--- config.mk ---
export PLATFORM = sky130hd
export DESIGN_NAME = ftc_top
export DESIGN_NICKNAME = d
export VERILOG_FILES = /design/src/design/ftc_count_core.v /design/src/design/ftc_top.v
export VERILOG_INCLUDE_DIRS = /design/src /design/src/inc
export SDC_FILE = /design/constraint.sdc
export NUM_CORES = 1
export LEC_CHECK = 0
export BUFFER_PORTS_ARGS = -buffer_cell sky130_fd_sc_hd__buf_4
export CAP_MARGIN = 40
export CORE_MARGIN = 5
export CORE_UTILIZATION = 40
export DETAILED_ROUTE_END_ITERATION = 16
export SLEW_MARGIN = 30
export SYNTH_ARGS = -nofsm -noshare
export SYNTH_HDL_FRONTEND = slang
export SYNTH_HIERARCHICAL = 1
export SYNTH_SLANG_ARGS = --single-unit
--- constraint.sdc ---
create_clock -name clk_sys_i -period 3.1 [get_ports clk_sys_i]
set_input_delay 0.155 -clock clk_sys_i [delete_from_list [all_inputs] [get_ports clk_sys_i]]
set_output_delay 0.155 -clock clk_sys_i [all_outputs]
set_load 0.1 [all_outputs]
--- src/inc/ftc_defines.vh ---
`ifndef FTC_DEFINES_VH
`define FTC_DEFINES_VH

// Register offsets, one byte each on the register port
`define FTC_OFS_CONFIG 8'h00
`define FTC_OFS_TACH1 8'h01
`define FTC_OFS_TACH2 8'h02
`define FTC_OFS_PRELOAD1 8'h03
`define FTC_OFS_PRELOAD2 8'h04
`define FTC_OFS_SPEED1 8'h05
`define FTC_OFS_SPEED2 8'h06
`define FTC_OFS_STATUS 8'h07

// Clock configuration fields
`define FTC_CFG_BASE1_BIT 0
`define FTC_CFG_BASE2_BIT 1
`define FTC_CFG_MULT1_BIT 2
`define FTC_CFG_MULT2_BIT 3
`define FTC_CFG_DIV1_LSB 4
`define FTC_CFG_DIV2_LSB 6
`define FTC_CFG_RESET 8'h50

// Speed select register: only the base clock bit is kept here
`define FTC_SPD_BASE_BIT 7
`define FTC_SPD_MASK 8'h80
`define FTC_SPD_RESET 8'h00

`define FTC_PRELOAD_RESET 8'h00
`define FTC_TACH_RESET 8'h00

// Status fields: two bits each, bit n belongs to fan n+1
`define FTC_STS_VALID_LSB 0
`define FTC_STS_FRESH_LSB 2
`define FTC_STS_STALL_LSB 4

// Pulses to discard after a preload write
`define FTC_SKIP_PULSES 2'd2

// Timing: system clock period and base count clock periods
`define FTC_CLK_NS 50
`define FTC_BASE0_NS 3200
`define FTC_BASE1_NS 6400
`define FTC_BASE2_NS 12800
`define FTC_BASE3_NS 25600
`define FTC_NS_TO_CYC(t) (((t) + `FTC_CLK_NS - 1) / `FTC_CLK_NS)

`endif

--- src/design/ftc_count_core.v ---
module ftc_count_core #(
  parameter CW = 8
) (
  input wire clk_sys_i,
  input wire rst_i,
  input wire pulse_edge_i,
  input wire tick_i,
  input wire [CW-1:0] preload_i,
  output wire [CW-1:0] count_o,
  output wire sat_o
);

  localparam [CW-1:0] CNT_MAX = {CW{1'b1}};

  reg [CW-1:0] run_q;
  reg [CW-1:0] run_d;
  reg [CW-1:0] latch_q;
  reg [CW-1:0] latch_d;

  always @* begin
    run_d = run_q;
    if (pulse_edge_i) begin
      run_d = preload_i;
    end else if (tick_i && (run_q != CNT_MAX)) begin
      run_d = run_q + {{(CW-1){1'b0}}, 1'b1};
    end
  end

  always @* begin
    latch_d = latch_q;
    if (pulse_edge_i) begin
      latch_d = run_q;
    end else if (run_q == CNT_MAX) begin
      // Stalled fan shows full scale without waiting for an edge
      latch_d = CNT_MAX;
    end
  end

  always @(posedge clk_sys_i) begin
    if (rst_i) begin
      run_q <= {CW{1'b0}};
      latch_q <= {CW{1'b0}};
    end else begin
      run_q <= run_d;
      latch_q <= latch_d;
    end
  end

  assign count_o = latch_q;
  assign sat_o = (run_q == CNT_MAX);

endmodule

--- src/design/ftc_top.v ---
// Functional notes
// - Config bit 2 set doubles the fan one count clock chosen by config bit 0 and its speed bit 7.
// - Config bit 3 set doubles the fan two count clock chosen by config bit 1 and its speed bit 7.
// - Config bits 5:4 divide the fan one count clock by 1, 2, 4 or 8, resetting to divide by 2.
// - Config bits 7:6 divide the fan two count clock by 1, 2, 4 or 8, resetting to divide by 2.
// - Fan one counts scaled clock ticks per tach pulse into an 8-bit read-only value.
// - Fan two keeps its own 8-bit count using its own divisor and multiplier.
// - Each pulse end latches the final count, held until the next pulse ends or the count saturates.
// - After a preload write the reading is flagged invalid for two pulses.
// - The fan one tach register clears to zero at standby supply power-on reset.
//
// Strobed register access and the register offsets are this design's own decisions.
`include "ftc_defines.vh"

module ftc_top #(
  parameter NFAN = 2,
  parameter CW = 8,
  parameter PW = 16
) (
  input wire clk_sys_i,
  input wire rst_i,
  input wire [7:0] bus_addr_i,
  input wire [7:0] bus_wdata_i,
  input wire bus_wr_i,
  input wire bus_rd_i,
  output wire [7:0] bus_rdata_o,
  input wire fan_one_tach_i,
  input wire fan_two_tach_i,
  output wire [1:0] fan_count_valid_o
);

  localparam [31:0] BASE0_N = `FTC_NS_TO_CYC(`FTC_BASE0_NS);
  localparam [31:0] BASE1_N = `FTC_NS_TO_CYC(`FTC_BASE1_NS);
  localparam [31:0] BASE2_N = `FTC_NS_TO_CYC(`FTC_BASE2_NS);
  localparam [31:0] BASE3_N = `FTC_NS_TO_CYC(`FTC_BASE3_NS);
  // Cut to prescaler width; the slowest base with divide by 8 still fits
  localparam [PW-1:0] BASE0_CYC = BASE0_N[PW-1:0];
  localparam [PW-1:0] BASE1_CYC = BASE1_N[PW-1:0];
  localparam [PW-1:0] BASE2_CYC = BASE2_N[PW-1:0];
  localparam [PW-1:0] BASE3_CYC = BASE3_N[PW-1:0];

  // Register file
  reg [7:0] cfg_q;
  reg [7:0] cfg_d;
  reg [15:0] preload_q;
  reg [15:0] preload_d;
  reg [7:0] speed1_q;
  reg [7:0] speed2_q;
  reg [7:0] speed1_d;
  reg [7:0] speed2_d;
  reg [7:0] rdata_q;
  reg [7:0] rdata_d;

  wire [1:0] tach_raw_w;
  wire [1:0] sat_w;
  wire [1:0] valid_w;
  wire [1:0] fresh_w;
  wire [1:0] stall_w;
  wire [15:0] tach_w;
  wire [1:0] preload_wr_w;
  wire [1:0] tach_rd_w;
  wire [1:0] stall_clr_w;
  wire [7:0] status_w;

  function hit;
    input [7:0] addr;
    input [7:0] ofs;
    input strobe;
    begin
      hit = strobe && (addr == ofs);
    end
  endfunction

  // Divisor code to shift amount: 00..11 gives divide by 1, 2, 4, 8
  function [1:0] div_shift;
    input [1:0] code;
    begin
      case (code)
        2'b00: div_shift = 2'd0;
        2'b01: div_shift = 2'd1;
        2'b10: div_shift = 2'd2;
        2'b11: div_shift = 2'd3;
        default: div_shift = 2'd1;
      endcase
    end
  endfunction

  // Count clock period in system cycles
  function [PW-1:0] tick_period;
    input [1:0] base_sel;
    input mult;
    input [1:0] div_code;
    reg [PW-1:0] base;
    reg [PW-1:0] scaled;
    begin
      case (base_sel)
        2'b00: base = BASE0_CYC;
        2'b01: base = BASE1_CYC;
        2'b10: base = BASE2_CYC;
        2'b11: base = BASE3_CYC;
        default: base = BASE0_CYC;
      endcase
      // Doubling the rate halves the period
      scaled = mult ? (base >> 1) : base;
      scaled = scaled << div_shift(div_code);
      tick_period = (scaled == {PW{1'b0}}) ? {{(PW-1){1'b0}}, 1'b1} : scaled;
    end
  endfunction

  assign tach_raw_w = {fan_two_tach_i, fan_one_tach_i};

  assign preload_wr_w[0] = hit(bus_addr_i, `FTC_OFS_PRELOAD1, bus_wr_i);
  assign preload_wr_w[1] = hit(bus_addr_i, `FTC_OFS_PRELOAD2, bus_wr_i);
  assign tach_rd_w[0] = hit(bus_addr_i, `FTC_OFS_TACH1, bus_rd_i);
  assign tach_rd_w[1] = hit(bus_addr_i, `FTC_OFS_TACH2, bus_rd_i);
  assign stall_clr_w = hit(bus_addr_i, `FTC_OFS_STATUS, bus_wr_i) ?
                       bus_wdata_i[`FTC_STS_STALL_LSB +: 2] : 2'b00;

  always @* begin
    cfg_d = cfg_q;
    preload_d = preload_q;
    speed1_d = speed1_q;
    speed2_d = speed2_q;
    if (hit(bus_addr_i, `FTC_OFS_CONFIG, bus_wr_i)) begin
      cfg_d = bus_wdata_i;
    end
    if (preload_wr_w[0]) begin
      preload_d[7:0] = bus_wdata_i;
    end
    if (preload_wr_w[1]) begin
      preload_d[15:8] = bus_wdata_i;
    end
    if (hit(bus_addr_i, `FTC_OFS_SPEED1, bus_wr_i)) begin
      speed1_d = bus_wdata_i & `FTC_SPD_MASK;
    end
    if (hit(bus_addr_i, `FTC_OFS_SPEED2, bus_wr_i)) begin
      speed2_d = bus_wdata_i & `FTC_SPD_MASK;
    end
  end

  assign status_w = {2'b00, stall_w, fresh_w, valid_w};

  // Read data live only in the cycle after the strobe
  always @* begin
    rdata_d = 8'h00;
    if (bus_rd_i) begin
      case (bus_addr_i)
        `FTC_OFS_CONFIG: rdata_d = cfg_q;
        `FTC_OFS_TACH1: rdata_d = tach_w[7:0];
        `FTC_OFS_TACH2: rdata_d = tach_w[15:8];
        `FTC_OFS_PRELOAD1: rdata_d = preload_q[7:0];
        `FTC_OFS_PRELOAD2: rdata_d = preload_q[15:8];
        `FTC_OFS_SPEED1: rdata_d = speed1_q;
        `FTC_OFS_SPEED2: rdata_d = speed2_q;
        `FTC_OFS_STATUS: rdata_d = status_w;
        default: rdata_d = 8'h00;
      endcase
    end
  end

  always @(posedge clk_sys_i) begin
    if (rst_i) begin
      cfg_q <= `FTC_CFG_RESET;
      preload_q <= {2{`FTC_PRELOAD_RESET}};
      speed1_q <= `FTC_SPD_RESET;
      speed2_q <= `FTC_SPD_RESET;
      rdata_q <= 8'h00;
    end else begin
      cfg_q <= cfg_d;
      preload_q <= preload_d;
      speed1_q <= speed1_d;
      speed2_q <= speed2_d;
      rdata_q <= rdata_d;
    end
  end

  assign bus_rdata_o = rdata_q;
  assign fan_count_valid_o = valid_w;

  genvar ch;
  generate
    for (ch = 0; ch < NFAN; ch = ch + 1) begin : g_ch
      reg [2:0] sync_q;
      reg level_q;
      reg level_d;
      reg [PW-1:0] presc_q;
      reg [PW-1:0] presc_d;
      reg [1:0] skip_q;
      reg [1:0] skip_d;
      reg fresh_q;
      reg stall_q;
      reg valid_q;
      wire [1:0] base_sel;
      wire mult;
      wire [1:0] div_code;
      wire [PW-1:0] period;
      wire tick;
      wire pulse_edge;

      // Per-fan clock selection; each fan reads only its own fields
      assign base_sel = {cfg_q[`FTC_CFG_BASE1_BIT + ch],
                         (ch == 0) ? speed1_q[`FTC_SPD_BASE_BIT] :
                                     speed2_q[`FTC_SPD_BASE_BIT]};
      assign mult = cfg_q[`FTC_CFG_MULT1_BIT + ch];
      assign div_code = cfg_q[`FTC_CFG_DIV1_LSB + 2*ch +: 2];
      assign period = tick_period(base_sel, mult, div_code);

      // Level moves only when the two later stages agree
      always @* begin
        level_d = level_q;
        if (sync_q[1] == sync_q[2]) begin
          level_d = sync_q[2];
        end
      end

      assign pulse_edge = level_d && !level_q;

      always @(posedge clk_sys_i) begin
        if (rst_i) begin
          sync_q <= 3'b000;
          level_q <= 1'b0;
        end else begin
          sync_q <= {sync_q[1:0], tach_raw_w[ch]};
          level_q <= level_d;
        end
      end

      // Prescaler restarts with the pulse so every period starts aligned
      assign tick = (presc_q >= period - {{(PW-1){1'b0}}, 1'b1});

      always @* begin
        presc_d = presc_q + {{(PW-1){1'b0}}, 1'b1};
        if (pulse_edge || tick) begin
          presc_d = {PW{1'b0}};
        end
      end

      // Preload write wins over a pulse edge in the same cycle
      always @* begin
        skip_d = skip_q;
        if (preload_wr_w[ch]) begin
          skip_d = `FTC_SKIP_PULSES;
        end else if (pulse_edge && (skip_q != 2'd0)) begin
          skip_d = skip_q - 2'd1;
        end
      end

      always @(posedge clk_sys_i) begin
        if (rst_i) begin
          presc_q <= {PW{1'b0}};
          skip_q <= 2'd0;
          valid_q <= 1'b1;
          fresh_q <= 1'b0;
          stall_q <= 1'b0;
        end else begin
          presc_q <= presc_d;
          skip_q <= skip_d;
          // Registered copy of the skip test, same cycle as skip_q
          valid_q <= (skip_d == 2'd0);
          // New reading flag: set beats the read that clears it
          if (pulse_edge) begin
            fresh_q <= 1'b1;
          end else if (tach_rd_w[ch]) begin
            fresh_q <= 1'b0;
          end
          // Stall flag: set beats the write-one clear
          if (sat_w[ch]) begin
            stall_q <= 1'b1;
          end else if (stall_clr_w[ch]) begin
            stall_q <= 1'b0;
          end
        end
      end

      ftc_count_core #(
        .CW(CW)
      ) u_core (
        .clk_sys_i(clk_sys_i),
        .rst_i(rst_i),
        .pulse_edge_i(pulse_edge),
        .tick_i(tick),
        .preload_i(preload_q[8*ch +: 8]),
        .count_o(tach_w[8*ch +: 8]),
        .sat_o(sat_w[ch])
      );

      assign valid_w[ch] = valid_q;
      assign fresh_w[ch] = fresh_q;
      assign stall_w[ch] = stall_q;
    end
  endgenerate

endmodule

==> impl_metrics.py, run 1 <==
metrics = {
    "global_routing": {
        "grt_max_degree": 80,
        "grt_pass1_wl_um": 24760,
        "overflow": 0,
        "antenna_found_initial": 0,
        "grt_pass1_vias": 4938,
        "grt_use_total": 0.1709,
    },
    "worst_setup_path": {
        "cp.required_ns": 3.40,
        "rr_worst_depth": 13,
        "regToRegSetupSlack_ns": 0.22,
        "r2r-start": "cfg_q[6]$_SDFFE_PP1P_",
        "path_max_fanout": 6,
        "startpoint_type": "flop",
        "r2r_end": "g_ch[1].u_core/run_q[3]$_SDFFE_PP0P_",
        "worstSetupPathType": "reg2reg",
        "arrival_ns": 3.18,
        "endpoint_kind": "flop",
    },
    "pwr": {
        "internal_power_mw": 2.643,
        "fin_total_pwr_mw": 3.436,
        "power_frac_seq": 0.443,
        "p_comb_frac": 0.045,
        "p_switching_mw": 0.7928,
        "pwr-share-clk": 0.512,
        "p_leak_nw": 2.719,
        "vdd_ir_drop_max_mv": 0.3742,
        "powerDensity_nw_per_um2": 477.9,
        "swShare": 0.2308,
    },
    "logic_synthesis": {
        "ys.warnings.count": 6,
        "synth_area_um2": 6123,
        "synth_edf_count": 0,
        "netlist_top_cells_count": "dfxtp_1, nor3_1, nand2_1",
        "synth-seq-cells": 116,
        "synth_top_area_cell": "dfxtp_1",
        "yosysSeqAreaShare": 0.3792,
        "syn_area_per_cell_um2": 8.798,
        "synth_ff_type": "dfxtp_1",
        "synth_top_area_frac": 0.3792,
        "synthDistinctLibCells": 64,
        "ys_top_cells_by_area": "dfxtp_1, ha_1, nor3_1, a21oi_1, nand2_1",
        "synth_most_common_cell": "dfxtp_1",
        "syn_inst": 696,
        "ys_async_sr_fraction": 0,
    },
    "timing": {
        "skew_ns": 0.008543,
        "maxSlewViolCount": 0,
        "rsz0062_at_grt": "false",
        "period_share": 0.9289,
        "worstMarginPinSlew_ns": 0.7870,
        "finalSetupViolations": 0,
        "setup-tns-final_ns": 0,
        "hold_violations": 0,
        "slew_headroom": 0.4725,
        "fin_crit_ns": 2.879,
        "clock.fmax_mhz": 347.3,
    },
    "floorplanning": {
        "coreArea_um2": 15090,
        "dieArea_um2": 17880,
        "start_util": 0.4058,
        "die_h_um": 133.7,
        "num_io_pins": 32,
        "num_rows": 45,
        "chipWidth_um": 133.7,
    },
    "min_path": {
        "hold_start": "bus_wdata_i[4]",
        "worstHoldEndpoint": "preload_q[12]$_SDFFE_PP0P_",
        "hp-class": "in2reg",
        "hold_path_depth": 3,
    },
    "clocking": {
        "root_buffer": "clkbuf_16",
        "cts_max_path_buffers": 2,
        "cts.sinks": 116,
        "htreeDepth": 4,
        "cts.clk_slew.worst_paths_ns": 0.05,
        "cts_buffers": 17,
        "clkLatencyLatePin_ns": 0.42,
        "cts_setup_buffers": 0,
        "cts_tree": "yes",
    },
    "placement": {
        "dp_hpwl_um": 10410,
        "globalplace.congestion": 0.8008,
        "io_buffers": 31,
    },
    "detailed_routing": {
        "wire_per_inst_um": 15.45,
        "num_vias": 5112,
        "vias_per_cell": 5.456,
        "drt-initial-drc-count": 366,
        "drcViolationCount": 0,
        "first_pass_iters": 5,
        "detail-route-antenna-nets": 0,
        "routed_wl_um": 14480,
    },
    "cells_and_area": {
        "antennaDiodeCount": 0,
        "drive_gt1_frac": 0.1429,
        "area_growth_pct": 17.41,
        "utilization": 0.4765,
        "nFillCells": 1439,
        "nets": 798,
    },
    "job": {
        "cap_violations": 0,
    },
    "status": {
        "status": "completed",
    },
}
==> routing by layer <==
metal  track usage  vias to the layer above  routed length (um)
li1              -                     2584                   -
met1        0.2338                     2418                6991
met2        0.2631                       92                6577
met3       0.04381                       18                 668
met4       0.05657                        0                 244
met5             0                        -                   0
==> registers in the layout, summed over array words and instances, names as in the netlist, 4 cells and up <==
| register | flops |
|---|---|
| bus_rdata_o | 8 |
| cfg_q | 8 |
| g_ch.presc_q | 32 |
| g_ch.skip_q | 4 |
| g_ch.sync_q | 6 |
| g_ch.u_core/count_o | 16 |
| g_ch.u_core/run_q | 16 |
| preload_q | 16 |
==> area by class of cell <==
class                           count  area [um^2]  area share
Inverter                           29        108.9     0.01514
Clock inverter                      8        55.05    0.007657
Clock buffer                       22        474.2     0.06596
Multi-Input combinational cell    527         3601      0.5009
Sequential cell                   116         2327      0.3237
Timing Repair Buffer               47        387.9     0.05395
Tap cell                          188        235.2     0.03272
==> layout by cell type, fill, tap and decap left out, types with 3 or more instances in the layout <==
cell type,instances
a41oi_1,3
nand2_1,49
and4_1,3
o21ai_0,26
nand4_1,15
nand3_1,18
a21o_1,3
xor2_1,18
a211oi_1,9
inv_1,27
xnor2_1,18
nor2b_1,18
dfxtp_2,4
o21a_1,9
conb_1,18
clkinv_2,3
dfxtp_1,112
buf_4,39
nor3_1,57
clkinvlp_4,3
o21bai_1,3
a22oi_1,5
nand2b_1,8
a211oi_2,3
ha_1,38
a21oi_1,46
nand3b_1,6
dlygate4sd3_1,6
clkbuf_16,17
clkbuf_8,3
o211ai_1,3
mux2i_1,18
mux4_2,6
nor2_1,42
nor4_1,19
nor3b_1,4
or3_1,5
and3_1,9
==> through the flow <==
step,cell area (um^2),hold slack [ns],setup slack (ns),instances
2_1_floorplan,6183,0.2335,0.1402,712
3_3_place_gp,6538,0.3688,0.1218,899
3_5_place_dp,6553,0.3706,0.02347,900
4_1_cts,7142,0.003387,0.005595,936
5_1_grt,7189,0.01791,0.0001130,937
6_report,7189,0.02812,0.2205,937
==> cell families after synthesis <==
kind of cell | share of synthesized area
AND/OR/NAND/NOR | 0.2534
AO/OA/AOI/OAI | 0.1375
flip-flops | 0.3792
buffers and inverters | 0.04618
adder cells (fa/ha/maj) | 0.07765
XOR/XNOR | 0.05149
multiplexers | 0.05333
other | 0.001226
==> power groups by stage <==
stage	Sequential [mW]	Combinational, mW	Clock [mW]
floorplan	1.55	0.0962	0
global placement	1.55	0.142	0
detailed placement	1.55	0.146	0
CTS	1.52	0.152	1.80
global route	1.52	0.175	1.87
finish	1.52	0.156	1.76
==> how the worst max path moves through the flow <==
stage,from,cells after the start,end,slack (ns)
after floorplan,cfg_q[7]$_SDFFE_PP0P_,14,g_ch[1].u_core/run_q[3]$_SDFFE_PP0P_,0.14
after global placement,cfg_q[6]$_SDFFE_PP1P_,13,g_ch[1].u_core/run_q[3]$_SDFFE_PP0P_,0.12
after detailed placement,speed2_q[7]$_SDFFE_PP0P_,14,g_ch[1].u_core/run_q[3]$_SDFFE_PP0P_,0.02
after CTS,speed2_q[7]$_SDFFE_PP0P_,14,g_ch[1].u_core/run_q[3]$_SDFFE_PP0P_,0.006
after global routing,cfg_q[6]$_SDFFE_PP1P_,13,g_ch[1].u_core/run_q[6]$_SDFFE_PP0P_,0.0001
final,cfg_q[6]$_SDFFE_PP1P_,13,g_ch[1].u_core/run_q[3]$_SDFFE_PP0P_,0.22
==> critical path, cell delays in order, from the launching register on <==
cell and delay, ns:
dfxtp_2 0.34, nor2_1 0.18, o21ai_1 0.10, buf_4 0.15
nor3_1 0.14, ha_1 0.27, a21o_1 0.19, a211oi_2 0.26
a211oi_2 0.11, or3_4 0.42, and4_2 0.25, o21ai_0 0.09
xnor2_1 0.10, o21a_1 0.17
==> what timing repair did <==
action                     4_1_cts  5_1_grt
resized for setup                0       10
hold buffers                     6        0
setup endpoints to repair        0       10
hold endpoints to repair         9        0
No activity file was read; power rests on OpenSTA's default activity.
==> run 2: changes to the inputs <==
--- a/config.mk
+++ b/config.mk
@@ -6,10 +6,11 @@
 export SDC_FILE = /design/constraint.sdc
 export NUM_CORES = 1
 export LEC_CHECK = 0
+export ABC_AREA = 1
 export BUFFER_PORTS_ARGS = -buffer_cell sky130_fd_sc_hd__buf_4
 export CAP_MARGIN = 40
 export CORE_MARGIN = 5
-export CORE_UTILIZATION = 40
+export CORE_UTILIZATION = 35
 export DETAILED_ROUTE_END_ITERATION = 16
 export SLEW_MARGIN = 30
 export SYNTH_ARGS = -nofsm -noshare
==> run 2 against run 1 <==
Effect of this change: maximum frequency up 1.5%; cell area grew 7.5%; global-route usage down 1.8 points; cell count increased by 32%.
==> impl_metrics.py, run 2 <==
metrics = {
    "logic_synthesis": {
        "synth_top_area_frac": 0.3470,
        "ys.warnings.count": 6,
        "ys_top_cells_by_area": "dfxtp_1, nand2_1, nor2_1, nand3_1, ha_1",
        "synth_ff_type": "dfxtp_1",
        "yosysSeqAreaShare": 0.3470,
        "synth_edf_count": 0,
        "synth_area_um2": 6691,
        "synth_most_common_cell": "nand2_1",
        "synth-seq-cells": 116,
        "syn_area_per_cell_um2": 7.096,
        "synthDistinctLibCells": 46,
        "ys_async_sr_fraction": 0,
        "synth_top_area_cell": "dfxtp_1",
        "netlist_top_cells_count": "nand2_1, nor2_1, dfxtp_1",
        "syn_inst": 943,
    },
    "worst_setup_path": {
        "rr_worst_depth": 16,
        "r2r_end": "g_ch[0].u_core/run_q[4]$_SDFFE_PP0P_",
        "r2r-start": "cfg_q[2]$_SDFFE_PP0P_",
        "crit_top_cell": "nand3_1",
        "regToRegSetupSlack_ns": 0.26,
        "arrival_ns": 3.14,
        "endpoint_kind": "flop",
        "path_delay_family": "simple AND/OR/NAND/NOR gates",
        "startpoint_type": "flop",
        "slowest_stage": "dfxtp_1",
        "critPathMaxStageDelay_ns": 0.45,
        "worstSetupPathType": "reg2reg",
        "cp_num_buf_inv": 2,
        "critPathLaunch": "cfg_q[2]$_SDFFE_PP0P_",
        "path_max_fanout": 9,
        "cp-endpoint": "g_ch[0].u_core/run_q[4]$_SDFFE_PP0P_",
        "cp_num_cells": 16,
        "cp.required_ns": 3.40,
        "worstPathCellList": "inv_1, nand3_1, nand3_1, nand3_1, o21ai_0, or2_2, ha_1, nand2_1, nor3_1, nand2_1, nand3_1, nand2_8, nand2_8, clkinv_4, nor2_1, nor2_1",
    },
    "timing": {
        "slew_headroom": 0.6068,
        "fin_crit_ns": 2.838,
        "setup-tns-final_ns": 0,
        "period_share": 0.9155,
        "worstMarginPinSlew_ns": 0.5892,
        "finalSetupViolations": 0,
        "maxSlewViolCount": 0,
        "hold_violations": 0,
        "clock.fmax_mhz": 352.4,
        "rsz0062_at_grt": "false",
        "skew_ns": 0.008450,
        "fin_ws_ns": 0.2620,
        "hold_slack_ns": 0.04053,
    },
    "placement": {
        "dp_worst_setup_slack_ns": 0.3091,
        "dp_hpwl_um": 12220,
        "io_buffers": 31,
        "post-place-cells": 1204,
        "globalplace.congestion": 0.8599,
    },
    "cells_and_area": {
        "top_register": "g_ch.presc_q",
        "largest_reg_flops": 32,
        "nets": 1052,
        "final_common_cell": "nand2_1",
        "mostFrequentLayoutCells": "nand2_1, nor2_1, dfxtp_1",
        "drive_gt1_frac": 0.1245,
        "nFillCells": 1963,
        "regArea_um2": 2322,
        "area_growth_pct": 15.50,
        "multi_input_area_um2": 3864,
        "stdcell_count": 1238,
        "antennaDiodeCount": 0,
    },
    "clocking": {
        "cts.clk_slew.worst_paths_ns": 0.06,
        "htreeDepth": 4,
        "cts.sinks": 116,
        "cts_tree": "yes",
        "clkLatencyLatePin_ns": 0.41,
        "cts_buffers": 17,
        "cts_setup_buffers": 0,
        "root_buffer": "clkbuf_16",
        "cts_max_path_buffers": 2,
    },
    "global_routing": {
        "grt_pass1_vias": 5518,
        "overflow": 0,
        "antenna_found_initial": 0,
        "grt_max_degree": 42,
        "grt_pass1_wl_um": 27340,
        "grt_use_total": 0.1529,
    },
    "detailed_routing": {
        "num_vias": 6038,
        "routed_wl_um": 16420,
        "wire_per_inst_um": 13.27,
        "drcViolationCount": 0,
        "drt-initial-drc-count": 455,
        "first_pass_iters": 4,
        "detail-route-antenna-nets": 0,
        "vias_per_cell": 4.877,
    },
    "floorplanning": {
        "start_util": 0.3565,
        "dieArea_um2": 21980,
        "num_rows": 50,
        "die_h_um": 148.3,
        "chipWidth_um": 148.3,
        "num_io_pins": 32,
        "coreArea_um2": 18770,
    },
    "min_path": {
        "hp-class": "in2reg",
    },
    "status": {
        "status": "completed",
    },
    "pwr": {
        "vdd_ir_drop_max_mv": 0.3685,
        "p_leak_nw": 3.395,
        "powerDensity_nw_per_um2": 456.0,
    },
    "job": {
        "cap_violations": 0,
    },
}
## run 2: kinds of logic after synthesis
family / after synthesis / synth area share
adder cells (fa/ha/maj): 38 / 0.07106
XOR/XNOR: 34 / 0.04450
buffers and inverters: 131 / 0.08452
AO/OA/AOI/OAI: 108 / 0.09573
AND/OR/NAND/NOR: 514 / 0.3560
other: 2 / 0.001122
flip-flops: 116 / 0.3470
## run 2: worst reg2reg max path: cells and delay by family (launching register included)
family / cells / cell delay (ns)
AO/OA/AOI/OAI: 1 / 0.11
AND/OR/NAND/NOR: 12 / 1.64
buffers and inverters: 2 / 0.23
flip-flops: 1 / 0.45
adder cells (fa/ha/maj): 1 / 0.29
## run 2: final cells by class
class,instances,share of cell area
clock buffer,21,0.06087
clock inverter,10,0.01068
inverter,111,0.05618
multi-input combinational,712,0.4999
sequential,116,0.3005
tap,234,0.03788
timing repair buffer,34,0.03400
## run 2: layer usage
| metal | up-vias | track usage | share of wire |
|---|---|---|---|
| li1 | 3145 | - | - |
| met1 | 2745 | 0.2216 | 0.50 |
| met2 | 134 | 0.2263 | 0.42 |
| met3 | 14 | 0.03321 | 0.058 |
| met4 | 0 | 0.04850 | 0.013 |
| met5 | - | 0 | 0 |
## run 2: what timing repair did
item,CTS,global route
setup endpoints to repair,0,16
resized for setup,0,1
hold buffers,3,0
hold endpoints to repair,3,0
## run 2: stage by stage
| stage | instance area, um^2 | utilization | total power, mW |
|---|---|---|---|
| finish | 7729 | 0.4118 | 3.524 |
| global route | 7729 | 0.4118 | 3.661 |
| CTS | 7729 | 0.4118 | 3.568 |
| detailed placement | 7146 | 0.3807 | 1.714 |
| global placement | 7146 | 0.3807 | 1.712 |
| floorplan | 6751 | - | 1.656 |
## run 2: worst min path at each step
stage / from / endpoint / depth (start not counted)
CTS: bus_wdata_i[4] / cfg_q[4]$_SDFFE_PP1P_ / 3
global placement: fan_one_tach_i / g_ch[0].sync_q[0]$_SDFF_PP0_ / 3
detailed placement: fan_one_tach_i / g_ch[0].sync_q[0]$_SDFF_PP0_ / 3
global route: bus_wdata_i[4] / cfg_q[4]$_SDFFE_PP1P_ / 3
floorplan: rst_i / g_ch[0].u_core/run_q[0]$_SDFFE_PP0P_ / 1
finish: bus_wdata_i[2] / preload_q[10]$_SDFFE_PP0P_ / 3
## run 2: power breakdown
group	switching, mW	total, mW	internal (mW)
Sequential	0.0126	1.52	1.51
Clock	0.689	1.84	1.15
Combinational	0.108	0.167	0.0588
==> run 3: changes to the inputs <==
--- a/config.mk
+++ b/config.mk
@@ -9,9 +9,12 @@
 export ABC_AREA = 1
 export BUFFER_PORTS_ARGS = -buffer_cell sky130_fd_sc_hd__buf_4
 export CAP_MARGIN = 40
+export CELL_PAD_IN_SITES_DETAIL_PLACEMENT = 1
+export CELL_PAD_IN_SITES_GLOBAL_PLACEMENT = 1
 export CORE_MARGIN = 5
 export CORE_UTILIZATION = 35
 export DETAILED_ROUTE_END_ITERATION = 16
+export PLACE_DENSITY_LB_ADDON = 0.1
 export SLEW_MARGIN = 30
 export SYNTH_ARGS = -nofsm -noshare
 export SYNTH_HDL_FRONTEND = slang
==> run 3 against run 2 <==
Effect of this change: wire length up 16%; maximum frequency about the same; critical path type unchanged; via count is 0.60% higher; critical endpoint is now g_ch[0].u_core/run_q[6]$_SDFFE_PP0P_; power rose by 13%.
==> impl_metrics.py, run 3 (synthesized netlist as in run 2, its figures left out) <==
metrics = {
    "global_routing": {
        "use_met2": 0.2934,
        "grt_pass1_wl_um": 31820,
        "grt_max_degree": 42,
        "grt_use_total": 0.1799,
        "grt_pass1_vias": 6165,
        "met1_usage": 0.2492,
        "overflow": 0,
        "antenna_found_initial": 0,
        "grt_use_met3": 0.03565,
        "top_usage_layer": "met2",
    },
    "floorplanning": {
        "start_util": 0.3565,
        "num_rows": 50,
        "dieArea_um2": 21980,
        "die_h_um": 148.3,
        "coreArea_um2": 18770,
        "num_io_pins": 32,
        "chipWidth_um": 148.3,
    },
    "clocking": {
        "root_buffer": "clkbuf_16",
        "htreeDepth": 4,
        "cts.sinks": 116,
        "cts.clk_slew.worst_paths_ns": 0.05,
        "cts_max_path_buffers": 2,
        "clkLatencyLatePin_ns": 0.42,
        "cts_setup_buffers": 0,
        "cts_buffers": 17,
        "cts_tree": "yes",
    },
    "cells_and_area": {
        "nets": 1053,
        "area_growth_pct": 17.60,
        "mostFrequentLayoutCells": "nand2_1, nor2_1, dfxtp_1",
        "final_common_cell": "nand2_1",
        "largest_reg_flops": 32,
        "nFillCells": 2381,
        "antennaDiodeCount": 0,
        "drive_gt1_frac": 0.1284,
        "final_area_um2": 7869,
        "top_register": "g_ch.presc_q",
    },
    "worst_setup_path": {
        "critPathMaxStageDelay_ns": 0.43,
        "crit_top_cell": "nand3_1",
        "regToRegSetupSlack_ns": 0.26,
        "arrival_ns": 3.14,
        "cp.required_ns": 3.40,
        "worstPathCellList": "inv_1, nand3_1, nand3_1, nand3_1, o21ai_0, or2_2, ha_1, nand2_1, a21oi_1, nor2_1, nand2_1, nand2_1, nand3_1, nand2_8, nand2_8, nand3_2, and3_1",
        "endpoint_kind": "flop",
        "startpoint_type": "flop",
        "cp_num_buf_inv": 1,
        "slowest_stage": "dfxtp_1",
        "path_max_fanout": 9,
        "path_delay_family": "simple AND/OR/NAND/NOR gates",
        "worstSetupPathType": "reg2reg",
    },
    "timing": {
        "maxSlewViolCount": 0,
        "skew_ns": 0.01220,
        "finalSetupViolations": 0,
        "fin_crit_ns": 2.837,
        "rsz0062_at_grt": "true",
        "hold_violations": 0,
        "period_share": 0.9151,
        "fin_ws_ns": 0.2632,
        "clock.fmax_mhz": 352.5,
    },
    "detailed_routing": {
        "drt-initial-drc-count": 266,
        "routed_wl_um": 19000,
        "vias_per_cell": 4.902,
        "first_pass_iters": 4,
        "wire_per_inst_um": 15.34,
        "detail-route-antenna-nets": 0,
        "drcViolationCount": 0,
        "num_vias": 6074,
    },
    "pwr": {
        "power_frac_seq": 0.381,
        "pwr-share-clk": 0.576,
        "powerDensity_nw_per_um2": 506.7,
        "swShare": 0.2095,
        "vdd_ir_drop_max_mv": 0.3753,
        "p_switching_mw": 0.8354,
        "internal_power_mw": 3.152,
        "p_leak_nw": 3.463,
        "p_comb_frac": 0.043,
    },
    "placement": {
        "dpl_cell_area_um2": 7161,
        "io_buffers": 31,
        "dp_hpwl_um": 14570,
        "globalplace.congestion": 0.8219,
        "dp_worst_setup_slack_ns": 0.2019,
    },
    "min_path": {
        "hp-class": "in2reg",
    },
    "status": {
        "status": "completed",
    },
    "job": {
        "cap_violations": 0,
    },
}
[run 3: changes by cell type in the layout (fill, tap and decap cells not counted), moves of 2 or more]
cell and delta:
clkinv_2 -4, bufinv_16 +5, buf_4 +2, clkinvlp_4 -2
[run 3: final timing paths]
path                                start  cells past startpoint                                   end
min reg2reg  g_ch[1].sync_q[0]$_SDFF_PP0_                      2          g_ch[1].sync_q[1]$_SDFF_PP0_
max                 cfg_q[2]$_SDFFE_PP0P_                     17  g_ch[0].u_core/run_q[6]$_SDFFE_PP0P_
min                        bus_wdata_i[1]                      3             preload_q[9]$_SDFFE_PP0P_
max reg2reg         cfg_q[2]$_SDFFE_PP0P_                     17  g_ch[0].u_core/run_q[6]$_SDFFE_PP0P_
[run 3: through the flow]
| step | total power [mW] | hold WS [ns] | TNS, ns | util | instances |
|---|---|---|---|---|---|
| after global routing | 4.139 | 0.02258 | -0.2400 | 0.4193 | 1239 |
| after CTS | 4.057 | 0.01437 | 0 | 0.4189 | 1239 |
| after floorplan | 1.656 | 0.2174 | 0 | - | 959 |
| after global placement | 1.720 | 0.3587 | 0 | 0.3815 | 1206 |
| final | 3.987 | 0.02623 | 0 | 0.4193 | 1239 |
| after detailed placement | 1.721 | 0.3642 | 0 | 0.3815 | 1206 |
[run 3: power by group through the flow]
stage | Combinational, mW | Clock [mW] | Sequential (mW)
after detailed placement | 0.170 | 0 | 1.55
final | 0.171 | 2.30 | 1.52
after floorplan | 0.109 | 0 | 1.55
after CTS | 0.173 | 2.36 | 1.52
after global routing | 0.195 | 2.42 | 1.52
after global placement | 0.169 | 0 | 1.55
[run 3: worst reg2reg max path: stages (launching register included)]
cell	delay, ns
dfxtp_1	0.43
inv_1	0.15
nand3_1	0.13
nand3_1	0.09
nand3_1	0.09
o21ai_0	0.11
or2_2	0.30
ha_1	0.30
nand2_1	0.10
a21oi_1	0.14
nor2_1	0.05
nand2_1	0.07
nand2_1	0.08
nand3_1	0.23
nand2_8	0.10
nand2_8	0.11
nand3_2	0.09
and3_1	0.15
[run 3: metal layers]
metal  vias to the layer above  share of wire
met5                         -              0
met4                         0         0.0041
met1                      2853           0.50
met2                        57           0.47
li1                       3157              -
met3                         7          0.026
[run 3: layout make-up]
type / count / area (um^2) / area share
multi-input cells: 712 / 3869 / 0.4917
inverters: 111 / 434.2 / 0.05518
well taps: 234 / 292.8 / 0.03721
clock inverters: 9 / 197.7 / 0.02512
repair buffers: 35 / 267.8 / 0.03403
flip-flops and latches: 116 / 2323 / 0.2953
clock buffers: 22 / 484.2 / 0.06154
[run 3: what timing repair did]
item                                    4_1_cts  5_1_grt
hold endpoints to repair                      2        0
hold buffers                                  2        0
gates resized for setup                       0        2
endpoints found under the setup margin        0        9
